`src/rtl/tsp_pkg.sv`:
```
// tsp_pkg: constants for the tdm stream port (register map, modes, timing)
// assumes aclk at 250 MHz and a 32-bit axi4-lite register bus
package tsp_pkg;

  localparam int NUM_STREAMS = 4;

  // register byte offsets
  localparam logic [7:0] ADDR_CTRL   = 8'h00;
  localparam logic [7:0] ADDR_STATUS = 8'h04;
  localparam logic [7:0] ADDR_TXDATA = 8'h08;
  localparam logic [7:0] ADDR_RXDATA = 8'h0C;
  localparam logic [7:0] ADDR_CLKDIV = 8'h10;

  // control field positions
  localparam int CTRL_EN_BIT    = 0;
  localparam int CTRL_MODE_LSB  = 1;   // 3 bits
  localparam int CTRL_VAR_LSB   = 4;   // 2 bits
  localparam int CTRL_CKPOL_BIT = 6;
  localparam int CTRL_EDGE_BIT  = 7;
  localparam int CTRL_FPPOL_BIT = 8;
  localparam logic [31:0] CTRL_RESET = 32'h0000_0100;
  localparam logic [15:0] CLKDIV_RESET = 16'h003C;

  // status field positions
  localparam int STAT_ACTIVE_BIT = 0;
  localparam int STAT_BADCFG_BIT = 1;
  localparam int STAT_FRAME_BIT  = 2;

  // rate modes
  typedef enum logic [2:0] {
    TSP_M2    = 3'h0,
    TSP_M8    = 3'h1,
    TSP_MJ2   = 3'h2,
    TSP_ME3   = 3'h3,
    TSP_MT3   = 3'h4
  } tsp_mode_t;

  // device variants
  typedef enum logic [1:0] {
    TSP_V_SMALL = 2'h0,
    TSP_V_MID   = 2'h1,
    TSP_V_LARGE = 2'h2
  } tsp_var_t;

  // timeslots per frame for each mode
  localparam logic [9:0] SLOTS_2M  = 10'h020;  // 32
  localparam logic [9:0] SLOTS_8M  = 10'h080;  // 128
  localparam logic [9:0] SLOTS_J2  = 10'h062;  // 98
  localparam logic [9:0] SLOTS_E3  = 10'h219;  // 537
  localparam logic [9:0] SLOTS_T3  = 10'h2BB;  // 699
  localparam logic [9:0] DS0_MID   = 10'h040;  // 64 channel cap
  localparam logic [9:0] DS0_SMALL = 10'h020;  // 32 channel cap

  // frame period
  localparam int FRAME_US     = 125;
  localparam int CLK_MHZ      = 250;
  localparam int FRAME_CYCLES = FRAME_US * CLK_MHZ;

endpackage : tsp_pkg

```
`src/rtl/tsp_lane_if.sv`:
```
// tsp_lane_if: per-lane serial configuration and data bundle
// assumes the top drives cfg and the lane drives status
`timescale 1ns/1ps
interface tsp_lane_if;
  logic       rise;     // sample edge of the link clock
  logic       fall;     // launch edge of the link clock
  logic       frame;    // frame start strobe
  logic       enable;   // lane carries data
  logic       sin;      // synchronised serial input
  logic       sout;     // serial output
  logic [7:0] tx_byte;  // byte to launch
  logic [7:0] rx_byte;  // last byte captured
  logic       rx_done;  // one cycle when a byte completes

  modport top  (output rise, fall, frame, enable, sin, tx_byte,
                input sout, rx_byte, rx_done);
  modport lane (input rise, fall, frame, enable, sin, tx_byte,
                output sout, rx_byte, rx_done);
endinterface : tsp_lane_if

```
`src/rtl/tsp_lane.sv`:
```
// tsp_lane: one serial stream lane, shifts a byte in and out msb first
// assumes rise/fall are one-cycle edge strobes in the aclk domain
`timescale 1ns/1ps
module tsp_lane (
  // clock and reset
  input  wire logic aclk,
  input  wire logic aresetn,
  // lane bundle
  tsp_lane_if.lane  lif
);
  import tsp_pkg::*;

  logic [7:0] sh_in_r;
  logic [7:0] sh_out_r;
  logic [2:0] bit_r;
  logic [2:0] tbit_r;
  logic       sout_r;
  logic [7:0] rx_r;
  logic       done_r;

  wire last_bit = (bit_r == 3'h7);

  // receive shift; msb arrives first so shift left
  always_ff @(posedge aclk) begin
    if (!aresetn || lif.frame) begin
      sh_in_r <= 8'h00;
      bit_r   <= 3'h0;
      rx_r    <= rx_r & {8{aresetn}};
      done_r  <= 1'b0;
    end else if (lif.enable && lif.rise) begin
      sh_in_r <= {sh_in_r[6:0], lif.sin};
      bit_r   <= bit_r + 3'h1;
      done_r  <= last_bit;
      if (last_bit) rx_r <= {sh_in_r[6:0], lif.sin};
    end else begin
      done_r <= 1'b0;
    end
  end

  // transmit shift with its own bit count: launch trails sample by half
  // a bit, so reloading on the receive boundary would drop the lsb
  always_ff @(posedge aclk) begin
    if (!aresetn) begin
      sh_out_r <= 8'h00;
      tbit_r   <= 3'h0;
      sout_r   <= 1'b0;
    end else if (lif.frame) begin
      sh_out_r <= lif.tx_byte;
      tbit_r   <= 3'h0;
    end else if (!lif.enable) begin
      sout_r   <= 1'b0;
    end else if (lif.fall) begin
      sout_r   <= sh_out_r[7];
      tbit_r   <= tbit_r + 3'h1;
      sh_out_r <= (tbit_r == 3'h7) ? lif.tx_byte : {sh_out_r[6:0], 1'b0};
    end
  end

  assign lif.sout    = sout_r;  // idle lanes cleared in the register
  assign lif.rx_byte = rx_r;
  assign lif.rx_done = done_r;
endmodule : tsp_lane

```
`src/rtl/tsp_top.sv`:
```
// tsp_top: tdm stream port, axi4-lite registers, clock edge detect, lanes
// assumes stream pins are asynchronous to aclk; aclk runs at 250 MHz
//
// Implementation choices: register access over AXI4-Lite and the register offsets.
`timescale 1ns/1ps
module tsp_top #(
  parameter int FRAME_LEN = tsp_pkg::FRAME_CYCLES
) (
  // clock and reset
  input  wire logic        aclk,
  input  wire logic        aresetn,
  // axi4-lite write address
  input  wire logic [7:0]  s_axi_awaddr,
  input  wire logic        s_axi_awvalid,
  output logic             s_axi_awready,
  // axi4-lite write data
  input  wire logic [31:0] s_axi_wdata,
  input  wire logic [3:0]  s_axi_wstrb,
  input  wire logic        s_axi_wvalid,
  output logic             s_axi_wready,
  // axi4-lite write response
  output logic [1:0]       s_axi_bresp,
  output logic             s_axi_bvalid,
  input  wire logic        s_axi_bready,
  // axi4-lite read
  input  wire logic [7:0]  s_axi_araddr,
  input  wire logic        s_axi_arvalid,
  output logic             s_axi_arready,
  output logic [31:0]      s_axi_rdata,
  output logic [1:0]       s_axi_rresp,
  output logic             s_axi_rvalid,
  input  wire logic        s_axi_rready,
  // tdm stream pins
  input  wire logic [3:0]  serial_stream_in,
  output logic [3:0]       serial_stream_out,
  input  wire logic [3:0]  stream_clock_in,
  output logic [3:0]       stream_clock_out,
  input  wire logic        frame_pulse_ref_in,
  output logic             frame_pulse_ref_out
);
  import tsp_pkg::*;

  localparam int N = NUM_STREAMS;

  // register state
  logic [31:0] ctrl_r;
  logic [31:0] act_r;      // ctrl copy taken at frame start
  logic [15:0] clkdiv_r;
  logic [15:0] divc_r;
  logic        clko_r;
  logic [31:0] tx_r;
  logic [31:0] rx_r;
  logic        frame_seen_r;
  logic        aw_r, w_r;
  logic [7:0]  awaddr_r;
  logic [31:0] wdata_r;
  logic [3:0]  wstrb_r;
  logic        bvalid_r, rvalid_r;
  logic [31:0] rdata_r;
  logic [1:0]  bresp_r, rresp_r;

  // synchronisers: first stage feeds only the second
  logic [N-1:0] ck_s1_r, ck_s2_r, ck_d_r;
  logic [N-1:0] di_s1_r, di_s2_r;
  logic         fp_s1_r, fp_s2_r, fp_d_r;

  always_ff @(posedge aclk) begin
    if (!aresetn) begin
      ck_s1_r <= '0; ck_s2_r <= '0; ck_d_r <= '0;
      di_s1_r <= '0; di_s2_r <= '0;
      fp_s1_r <= 1'b0; fp_s2_r <= 1'b0; fp_d_r <= 1'b0;
    end else begin
      ck_s1_r <= stream_clock_in;
      ck_s2_r <= ck_s1_r;
      ck_d_r  <= ck_s2_r;
      di_s1_r <= serial_stream_in;
      di_s2_r <= di_s1_r;
      fp_s1_r <= frame_pulse_ref_in;
      fp_s2_r <= fp_s1_r;
      fp_d_r  <= fp_s2_r;
    end
  end

  // active configuration fields; frame pulse polarity read live from ctrl_r
  wire        cfg_en    = act_r[CTRL_EN_BIT];
  wire [2:0]  cfg_mode  = act_r[CTRL_MODE_LSB +: 3];
  wire [1:0]  cfg_var   = act_r[CTRL_VAR_LSB +: 2];
  wire        cfg_ckpol = act_r[CTRL_CKPOL_BIT];
  wire        cfg_edge  = act_r[CTRL_EDGE_BIT];
  wire        cfg_fppol = ctrl_r[CTRL_FPPOL_BIT];

  // polarity-corrected clock edges
  wire [N-1:0] ck_cur  = ck_s2_r ^ {N{cfg_ckpol}};
  wire [N-1:0] ck_prev = ck_d_r ^ {N{cfg_ckpol}};
  wire [N-1:0] ck_up   = ck_cur & ~ck_prev;
  wire [N-1:0] ck_dn   = ~ck_cur & ck_prev;
  // edge select: sample on one, launch on the other
  wire [N-1:0] smp_edge = cfg_edge ? ck_dn : ck_up;
  wire [N-1:0] lau_edge = cfg_edge ? ck_up : ck_dn;

  // frame pulse, polarity selectable, taken at its asserting edge
  wire fp_cur   = fp_s2_r ^ cfg_fppol;
  wire fp_prev  = fp_d_r ^ cfg_fppol;
  wire frame_in = fp_cur & ~fp_prev;

  // lanes allowed by variant and mode
  wire m2   = (cfg_mode == TSP_M2);
  wire m8   = (cfg_mode == TSP_M8);
  wire munst = (cfg_mode == TSP_MJ2) || (cfg_mode == TSP_ME3) ||
               (cfg_mode == TSP_MT3);
  wire vl   = (cfg_var == TSP_V_LARGE);
  wire vm   = (cfg_var == TSP_V_MID);
  wire vs   = (cfg_var == TSP_V_SMALL);
  wire cfg_ok = (m2 || m8 || (munst && vl)) && (vl || vm || vs);
  logic [N-1:0] lane_en;
  assign lane_en[0] = cfg_en && cfg_ok;
  assign lane_en[1] = cfg_en && cfg_ok && m2 && (vl || vm);
  assign lane_en[2] = cfg_en && cfg_ok && m2 && vl;
  assign lane_en[3] = cfg_en && cfg_ok && m2 && vl;

  // timeslots per frame
  wire [9:0] slots_mode =
      m2 ? SLOTS_2M :
      m8 ? SLOTS_8M :
      (cfg_mode == TSP_MJ2) ? SLOTS_J2 :
      (cfg_mode == TSP_ME3) ? SLOTS_E3 : SLOTS_T3;
  // channel caps for the smaller variants at 8 Mbps
  wire [9:0] slot_cap =
      (m8 && vm) ? DS0_MID : (m8 && vs) ? DS0_SMALL : slots_mode;

  // internal frame timer; an external pulse realigns it
  logic [$clog2(FRAME_LEN)-1:0] ftmr_r;
  wire ftmr_end = (ftmr_r == ($clog2(FRAME_LEN))'(FRAME_LEN - 1));
  wire frame_go = frame_in || ftmr_end;

  always_ff @(posedge aclk) begin
    if (!aresetn || frame_in) ftmr_r <= '0;
    else ftmr_r <= ftmr_end ? '0 : ftmr_r + 1'b1;
  end

  // configuration except frame pulse polarity copied into use only at a frame start
  always_ff @(posedge aclk) begin
    if (!aresetn) act_r <= CTRL_RESET;
    else if (frame_go) act_r <= ctrl_r;
  end

  // frame pulse out: one cycle at each frame start, none for a start on the cycle right after one
  logic fpo_r;
  always_ff @(posedge aclk) begin
    if (!aresetn) fpo_r <= 1'b0;
    else fpo_r <= frame_go && !fpo_r;  // one cycle even if two starts abut
  end
  assign frame_pulse_ref_out = fpo_r ^ cfg_fppol;

  // timeslot counter shared by all lanes, advanced on lane 0, ts 0 follows frame
  logic [9:0] slot_r;
  logic       slot_act;
  assign slot_act = (slot_r < slot_cap);

  // lanes
  logic [N-1:0] rx_done;
  logic [7:0]   rx_b [N];
  logic [N-1:0] sout_w;
  genvar g;
  generate
    for (g = 0; g < N; g++) begin : g_lane
      tsp_lane_if lif ();
      assign lif.rise    = smp_edge[g];
      assign lif.fall    = lau_edge[g];
      assign lif.frame   = frame_go;
      assign lif.enable  = lane_en[g] && slot_act;
      assign lif.sin     = di_s2_r[g];
      assign lif.tx_byte = tx_r[8*g +: 8];
      assign sout_w[g]   = lif.sout;
      assign rx_b[g]     = lif.rx_byte;
      assign rx_done[g]  = lif.rx_done;
      tsp_lane u_lane (
        .aclk    (aclk),
        .aresetn (aresetn),
        .lif     (lif)
      );
    end
  endgenerate
  assign serial_stream_out = sout_w;

  always_ff @(posedge aclk) begin
    if (!aresetn || frame_go) slot_r <= 10'h000;
    else if (rx_done[0] && slot_act) slot_r <= slot_r + 10'h001;
  end

  // clock output divider; only enabled lanes toggle
  always_ff @(posedge aclk) begin
    if (!aresetn) begin
      divc_r <= 16'h0000;
      clko_r <= 1'b0;
    end else if (divc_r >= clkdiv_r) begin
      divc_r <= 16'h0000;
      clko_r <= ~clko_r;
    end else begin
      divc_r <= divc_r + 16'h0001;
    end
  end
  assign stream_clock_out = {N{clko_r}} & lane_en;

  // captured bytes and frame flag (set wins over clear)
  wire rd_rx   = s_axi_arvalid && !rvalid_r && (s_axi_araddr == ADDR_STATUS);
  always_ff @(posedge aclk) begin
    if (!aresetn) begin
      rx_r <= 32'h0000_0000;
      frame_seen_r <= 1'b0;
    end else begin
      for (int i = 0; i < N; i++)
        if (rx_done[i]) rx_r[8*i +: 8] <= rx_b[i];
      if (frame_go) frame_seen_r <= 1'b1;
      else if (rd_rx) frame_seen_r <= 1'b0;
    end
  end

  // write decode; unmapped writes answer slverr
  wire wr_hit = (awaddr_r == ADDR_CTRL) || (awaddr_r == ADDR_TXDATA) ||
                (awaddr_r == ADDR_CLKDIV);

  // axi4-lite write: take address and data in either order
  wire do_wr = aw_r && w_r && !bvalid_r;
  always_ff @(posedge aclk) begin
    if (!aresetn) begin
      aw_r <= 1'b0; w_r <= 1'b0; bvalid_r <= 1'b0;
      awaddr_r <= 8'h00; wdata_r <= 32'h0000_0000; wstrb_r <= 4'h0;
      bresp_r <= 2'h0;
    end else begin
      if (s_axi_awvalid && s_axi_awready) begin
        aw_r <= 1'b1; awaddr_r <= s_axi_awaddr;
      end
      if (s_axi_wvalid && s_axi_wready) begin
        w_r <= 1'b1; wdata_r <= s_axi_wdata; wstrb_r <= s_axi_wstrb;
      end
      if (do_wr) begin
        aw_r <= 1'b0; w_r <= 1'b0; bvalid_r <= 1'b1;
        bresp_r <= wr_hit ? 2'h0 : 2'h2;
      end else if (bvalid_r && s_axi_bready) begin
        bvalid_r <= 1'b0;
      end
    end
  end
  assign s_axi_awready = !aw_r && !bvalid_r;
  assign s_axi_wready  = !w_r && !bvalid_r;
  assign s_axi_bvalid  = bvalid_r;
  assign s_axi_bresp   = bresp_r;

  // byte strobe merge
  function automatic logic [31:0] merge(input logic [31:0] o,
                                        input logic [31:0] d,
                                        input logic [3:0] s);
    logic [31:0] r;
    r = o;
    for (int b = 0; b < 4; b++) if (s[b]) r[8*b +: 8] = d[8*b +: 8];
    return r;
  endfunction : merge
  // only the low half exists, upper strobes fall away
  wire [31:0] clkdiv_nxt = merge({16'h0000, clkdiv_r}, wdata_r, wstrb_r);

  always_ff @(posedge aclk) begin
    if (!aresetn) begin
      ctrl_r   <= CTRL_RESET;
      tx_r     <= 32'h0000_0000;
      clkdiv_r <= CLKDIV_RESET;
    end else if (do_wr) begin
      if (awaddr_r == ADDR_CTRL)   ctrl_r <= merge(ctrl_r, wdata_r, wstrb_r);
      if (awaddr_r == ADDR_TXDATA) tx_r   <= merge(tx_r, wdata_r, wstrb_r);
      if (awaddr_r == ADDR_CLKDIV) clkdiv_r <= clkdiv_nxt[15:0];
    end
  end

  // read mux; unmapped reads answer slverr with zero data
  wire [31:0] stat_w = {29'h0, frame_seen_r, ~cfg_ok, cfg_en && cfg_ok};
  wire        rd_hit = (s_axi_araddr <= ADDR_CLKDIV) &&
                       (s_axi_araddr[1:0] == 2'h0);
  logic [31:0] rd_mux;
  always_comb begin
    case (s_axi_araddr)
      ADDR_CTRL:   rd_mux = ctrl_r;
      ADDR_STATUS: rd_mux = stat_w;
      ADDR_TXDATA: rd_mux = tx_r;
      ADDR_RXDATA: rd_mux = rx_r;
      ADDR_CLKDIV: rd_mux = {16'h0000, clkdiv_r};
      default:     rd_mux = 32'h0000_0000;
    endcase
  end

  always_ff @(posedge aclk) begin
    if (!aresetn) begin
      rvalid_r <= 1'b0; rdata_r <= 32'h0000_0000; rresp_r <= 2'h0;
    end else if (s_axi_arvalid && !rvalid_r) begin
      rvalid_r <= 1'b1;
      rdata_r  <= rd_mux;
      rresp_r  <= rd_hit ? 2'h0 : 2'h2;
    end else if (rvalid_r && s_axi_rready) begin
      rvalid_r <= 1'b0;
    end
  end
  assign s_axi_arready = !rvalid_r;
  assign s_axi_rvalid  = rvalid_r;
  assign s_axi_rdata   = rdata_r;
  assign s_axi_rresp   = rresp_r;
endmodule : tsp_top

```
`config.mk`:
```
export PLATFORM = sky130hd
export DESIGN_NAME = tsp_top
export DESIGN_NICKNAME = d
export VERILOG_FILES = /design/src/rtl/tsp_pkg.sv /design/src/rtl/tsp_lane_if.sv /design/src/rtl/tsp_lane.sv /design/src/rtl/tsp_top.sv
export SDC_FILE = /design/constraint.sdc
export NUM_CORES = 1
export LEC_CHECK = 0
export BUFFER_PORTS_ARGS = -buffer_cell sky130_fd_sc_hd__buf_4
export CORE_ASPECT_RATIO = 0.6
export CORE_MARGIN = 4
export CORE_UTILIZATION = 50
export DETAILED_ROUTE_END_ITERATION = 7
export PLACE_DENSITY_LB_ADDON = 0.12
export SKIP_LAST_GASP = 1
export SLEW_MARGIN = 40
export SYNTH_ARGS = -nofsm -noshare
export SYNTH_HDL_FRONTEND = slang
export SYNTH_SLANG_ARGS = --single-unit
```
`constraint.sdc`:
```
create_clock -name aclk -period 3.2 [get_ports aclk]
set_clock_uncertainty 0.15 [all_clocks]
set_input_delay 0.48 -clock aclk [delete_from_list [all_inputs] [get_ports aclk]]
set_output_delay 0.48 -clock aclk [all_outputs]
set_load 0.03 [all_outputs]
```
# Yosys cells after proc, flatten, opt, wreduce, memory -nomap -nowiden

Index checks and enable logic that the tools add are counted.

Register bits: 395
Output and inout bits: 50
Word-level logic and storage cells: 285
Input port bits: 68

Magnitude comparators: 3
Equal/unequal tests: 25
Bitwise operators: 24
Multiplexer cells: 53
Add/subtract/negate cells: 11
Reduce and logical (&&, ||, !) cells: 102

Operators by type and width:

| kind                                          | count |
|---|---|
| 2-to-1 mux 8 bit                              | 29 |
| one-hot mux 32 bit (5 select lines)           | 1 |
| 2-to-1 mux 10 bit                             | 5 |
| nonzero test 2 bit                            | 18 |
| bitwise AND 8 bit                             | 4 |
| AND reduction 2 bit                           | 16 |
| AND reduction 3 bit                           | 10 |
| logical AND 1 bit                             | 28 |
| == test 3 bit, second input constant          | 9 |
| adder 3 x 1 -> 3 bit, second input constant   | 8 |
| == test 8 x 4 -> 1 bit, second input constant | 3 |
| adder 16 x 1 -> 16 bit, second input constant | 1 |
| == test 8 x 5 -> 1 bit, second input constant | 2 |
| >= comparator 16 bit                          | 1 |
| zero test 8 bit                               | 2 |
| OR reduction 2 bit                            | 8 |
| adder 15 x 1 -> 15 bit, second input constant | 1 |
| == test 15 bit, second input constant         | 1 |
| 2-to-1 mux 1 bit                              | 14 |
| bitwise AND 4 bit                             | 3 |
| logical OR 1 bit                              | 11 |
| adder 10 x 1 -> 10 bit, second input constant | 1 |
| < comparator 10 bit                           | 1 |
| inverter 1 bit                                | 9 |
| 16 further kinds                              | 32 |

# Depth between registers and ports, before layout

Depth after elaboration: 13
Mapped depth: 14
Mapped depth without buffers: 11

# Modules after synthesis

From an unflattened synthesis, not the netlist that was laid out.

Cell total of the unflattened synthesis: 1,899
Area, all modules: 16,759.8 µm²

Modules (own cells, without submodules):

| module   | area an instance (µm²) | cells an instance | seq. area each (µm²) | times used |
|---|---|---|---|---|
| tsp_top  | 11,364.6               | 1,339             | 5,385.2              | 1 |
| tsp_lane | 1,348.8                | 140               | 700.7                | 4 |

# Least setup slack after synthesis

Ideal clock, no wire load.

Path type: register to register
Start point: register act_r[5]
End point: register g_lane[2].u_lane.rx_r[0] (enable)
Arrival: 2,687 ps
Setup slack: 34 ps
Stages on the path, launching flop included: 13
Data required time: 2,721 ps
Path buffers: 1
Setup time: 329 ps
Period minus slack after synthesis: 3,166 ps
Cell sequence: dfxtp_1 > inv_1 > ha_1 > nor2_1 > a31oi_1 > ha_1 > a211o_1 > a21oi_2 > o211ai_4 > nor3_2 > buf_4 > nand2_1 > nand2_1

Word-level cells in the longest chain between the ends: 11
Elaborated cells between the ends (all ways): 20
Classes of those cells: 1 x order compare; 2 x eq/ne; 2 x mux; 15 x reduce/logical

RTL lines:

| what                                                        | RTL line       | RTL |
|---|---|---|
| start: declaration                                          | tsp_top.sv:47  | `logic [31:0] act_r;` |
| start signal: assignment                                    | tsp_top.sv:144 | `else if (frame_go) act_r <= ctrl_r;` |
| branches (longest 7 deep; another with < comparator 10 bit) | n/a            |  |
| logical AND 1 bit (*)                                       | tsp_top.sv:171 | `assign lif.enable = lane_en[g] && slot_act;` |
| logical AND 1 bit (*)                                       | tsp_lane.sv:30 | `end else if (lif.enable && lif.rise) begin` |
| nonzero test 2 bit (no line) (*)                            | n/a            |  |
| AND reduction 2 bit (no line) (*)                           | n/a            |  |
| end signal: assignment                                      | tsp_lane.sv:28 | `rx_r <= rx_r & {8{aresetn}};` |
| end signal: assignment                                      | tsp_lane.sv:34 | `if (last_bit) rx_r <= {sh_in_r[6:0], lif.sin};` |
| end: declaration                                            | tsp_lane.sv:18 | `logic [7:0] rx_r;` |

Every way passes the cells marked *.
A chain may end at the register's enable or synchronous reset.

# Worst setup path after layout

Start point: register act_r[5]
End point: register g_lane[3].u_lane.sh_out_r[4]

Word-level cells in the longest chain between the ends: 10
Elaborated cells between the ends (all ways): 19
Classes of those cells: 1 x order compare; 2 x eq/ne; 2 x mux; 14 x reduce/logical

RTL lines:

| what                                                        | RTL line       | RTL |
|---|---|---|
| branches (longest 7 deep; another with < comparator 10 bit) | n/a            |  |
| logical AND 1 bit (*)                                       | tsp_top.sv:171 |  |
| nonzero test 2 bit (no line) (*)                            | n/a            |  |
| AND reduction 2 bit (no line) (*)                           | n/a            |  |
| end signal: assignment                                      | tsp_lane.sv:48 | `sh_out_r <= lif.tx_byte;` |
| end signal: assignment                                      | tsp_lane.sv:55 | `sh_out_r <= (tbit_r == 3'h7) ? lif.tx_byte : {sh_out_r[6:0], 1'b0};` |
| end: declaration                                            | tsp_lane.sv:14 | `logic [7:0] sh_out_r;` |

Marks and branches as above.

==> metrics.md <==
| Metric | Value |
|---|---|
| Outcome | `finished, final reports clean` |
| CP arrival | `3.33 ns` |
| Vias in the first global route | `12700` |
| FFs w/ async S/R, synth | `0%` |
| WL final | `40100 µm` |
| Max Fclk | `323 MHz` |
| Antenna violations before repair | `0` |
| Yosys reg bits | `393` |
| Top post-synthesis cells by area | `dfxtp_1, nand2_1, mux2i_1, edfxtp_1, a21oi_1` |
| RD Place Congestion | `0.826` |
| Actual slew at the worst max-slew pin | `0.882 ns` |
| Worst-skew pair later-pin latency | `0.52 ns` |
| Largest fanout on the critical path | `8` |
| Clock sinks | `393` |
| Synth-to-layout area growth | `16.1%` |
| Nets | `2070` |
| Mapped Avg Cell Area | `8.97 µm²` |
| Post-synth cell types | `66` |
| DRC errors left | `0` |
| Leakage | `7.20 nW` |
| CTS root buf | `clkbuf_16` |
| Top Ports | `118` |
| Core Area | `0.0327 mm²` |
| Endpoint class of the critical path | `flip-flop` |
| Wire per inst | `16.5 µm` |
| Fill cells | `2897` |
| CTS tree | `built` |
| Number of synthesized flops with an enable pin | `32` |
| Startpoint Class | `flip-flop` |
| Die Area | `0.0365 mm²` |
| Maximum vdd ir drop | `0.349 mV` |
| DRT iter0 DRCs | `1057` |
| Die X | `244 µm` |
| Req. time, crit path | `3.43 ns` |
| Reg area | `0.00819 mm²` |
| Max-slew violation count | `0` |
| Register area share after synthesis | `49.1%` |
| Post-Syn Instances | `1861` |
| Diodes inserted | `0` |
| FP Rows | `51` |
| Netlist Area Pre-Place | `0.0167 mm²` |
| Hold Path Class | `in -> reg` |
| Pre-CTS WS | `-0.0276 ns` |
| Ys flop type | `dfxtp_1` |
| Multi-input logic area | `0.00790 mm²` |
| Max H-tree Level | `2` |
| Yosys top cell area share | `43.3%` |
| Number of vias in the routed layout | `13300` |
| Hpwl dp | `28300 µm` |
| Cell accounting for the most synthesized area | `dfxtp_1` |
| Final setup margin | `0.102 ns` |
| Pin count of the biggest net entering global routing | `117` |
| Cell Pwr Density | `513 mW/mm²` |
| Total of max-cap violations | `0` |
| Setup violators final | `0` |
| Share of layout cells above drive strength 1 | `14.3%` |
| PortBufs | `115` |
| Synth Warn # | `0` |
| Clock transition at path regs | `0.06 ns` |
| DRT antenna net count | `0` |
| Worst slew margin | `41.0%` |
| Number of buffers created by CTS | `37` |
| Most frequent cells in the layout | `dfxtp_1, nand2_1, nor2_1` |
| Gr usage total | `21.4%` |
| Crit path time final | `3.10 ns` |
| Fin. Hold Viols | `0` |
| Grt ovf | `0` |
| CP Class | `reg -> reg` |
| Maximum root-to-sink buffer count | `3` |
| Starting Density | `51.1%` |
| Period utilization | `96.8%` |
| Final Total Pwr | `0.00993 W` |
| First-pass GRT wire length | `64900 µm` |
| Pre-Repair DR Iteration Count | `5` |
| Vias/cell | `5.48` |
| Most common cell after layout, fill and taps aside | `dfxtp_1` |
| Chip height | `150 µm` |
==> where the power goes <==
| group | leakage [nW] | switching [W] | internal, W | total (W) |
|---|---|---|---|---|
| combinational | 3.38 | 0.000323 | 0.000189 | 0.000512 |
| sequential | 3.26 | 0.0000896 | 0.00505 | 0.00514 |
| clock | 0.568 | 0.00184 | 0.00243 | 0.00428 |
| total | 7.20 | 0.00225 | 0.00768 | 0.00993 |
==> final cells by class <==
type | count | area share (%)
sequential | 393 | 42.3
multi-input combinational | 1317 | 40.8
timing repair buffer | 173 | 7.42
clock buffer | 47 | 5.13
tap | 450 | 2.91
clock inverter | 16 | 0.795
inverter | 35 | 0.704
==> what timing repair did <==
| action | CTS | global route |
|---|---|---|
| setup endpoints to repair | 13 | 114 |
| cloned | 0 | 1 |
| pin swaps | 2 | 4 |
| hold endpoints to repair | 4 | 0 |
| gates resized for setup | 0 | 9 |
| buffers inserted | 0 | 11 |
| hold buffers | 4 | 0 |
==> routing by layer <==
layer  vias to the layer above  global-route usage, %  routed length [µm]
met5                         -                      0                   0
met4                         0                   5.67                 893
met3                        69                   3.30                1760
met2                       279                   35.1               18500
met1                      6337                   29.9               19000
li1                       6625                      -                   -
==> sequential cells by signal, indices dropped and copies added (netlist names), 8 cells and up <==
signal and flops:
wdata_r 32, rx_r 32, act_r 8, g_lane.u_lane.tbit_r 12, slot_r 10, s_axi_rdata 32
clkdiv_r 16, g_lane.u_lane.sh_out_r 32, g_lane.u_lane.lif.rx_byte 32, divc_r 16, ftmr_r 15, awaddr_r 8
tx_r 32, g_lane.u_lane.sh_in_r 28, g_lane.u_lane.bit_r 12, ctrl_r 32
==> critical path: stages (launching register included) <==
cell	delay (ns)
dfxtp_2	0.35
inv_1	0.06
ha_1	0.20
nor2_2	0.12
a31oi_1	0.11
ha_1	0.31
a211o_1	0.31
a21oi_2	0.18
buf_6	0.15
o211ai_4	0.15
buf_6	0.19
o31ai_4	0.28
buf_4	0.19
clkbuf_16	0.14
a211oi_1	0.06
==> through the flow <==
step           instances  utilization (%)  hold WS, ns  cell area [µm²]  TNS, ns
2_1_floorplan       1862                -        0.262            16700        0
3_3_place_gp        2349             54.9        0.269            17900        0
3_5_place_dp        2352             55.1        0.272            18000   -0.138
4_1_cts             2419             58.7      0.00178            19200        0
5_1_grt             2431             59.3      0.00514            19400   -0.215
6_report            2431             59.3       0.0199            19400        0
==> final timing paths <==
path | start | depth (start not counted) | end | slack (ns)
setup / recovery | act_r[5] | 14 | g_lane[3].u_lane.sh_out_r[4] | 0.10
hold / removal | stream_clock_in[0] | 2 | ck_s1_r[0] | 0.02
setup reg to reg | act_r[5] | 14 | g_lane[3].u_lane.sh_out_r[4] | 0.10
hold reg to reg | di_s1_r[1] | 1 | di_s2_r[1] | 0.28
==> synth_stat cells, types with 28 or more instances <==
master    number
dfxtp_1      361
nand2_1      310
nor2_1       212
a21oi_1      184
mux2i_1      105
nand3_1       93
clkbuf_1      78
ha_1          45
o21ai_0       39
inv_1         35
edfxtp_1      32
nor3_1        30
xnor2_1       29
and2_1        28
==> kinds of logic (layout without fill, tap and decap cells) <==
group	count (synthesis)	after routing	synth area share, %
AND/OR/NAND/NOR	754	754	20.5
flip-flops	393	393	49.1
AO/OA/AOI/OAI	351	351	13.4
buffers and inverters	152	271	4.00
multiplexers	121	121	7.38
adder cells (fa/ha/maj)	45	45	3.37
XOR/XNOR	44	44	2.31
other	1	2	0.0225
No activity file was read; power rests on OpenSTA's default activity.
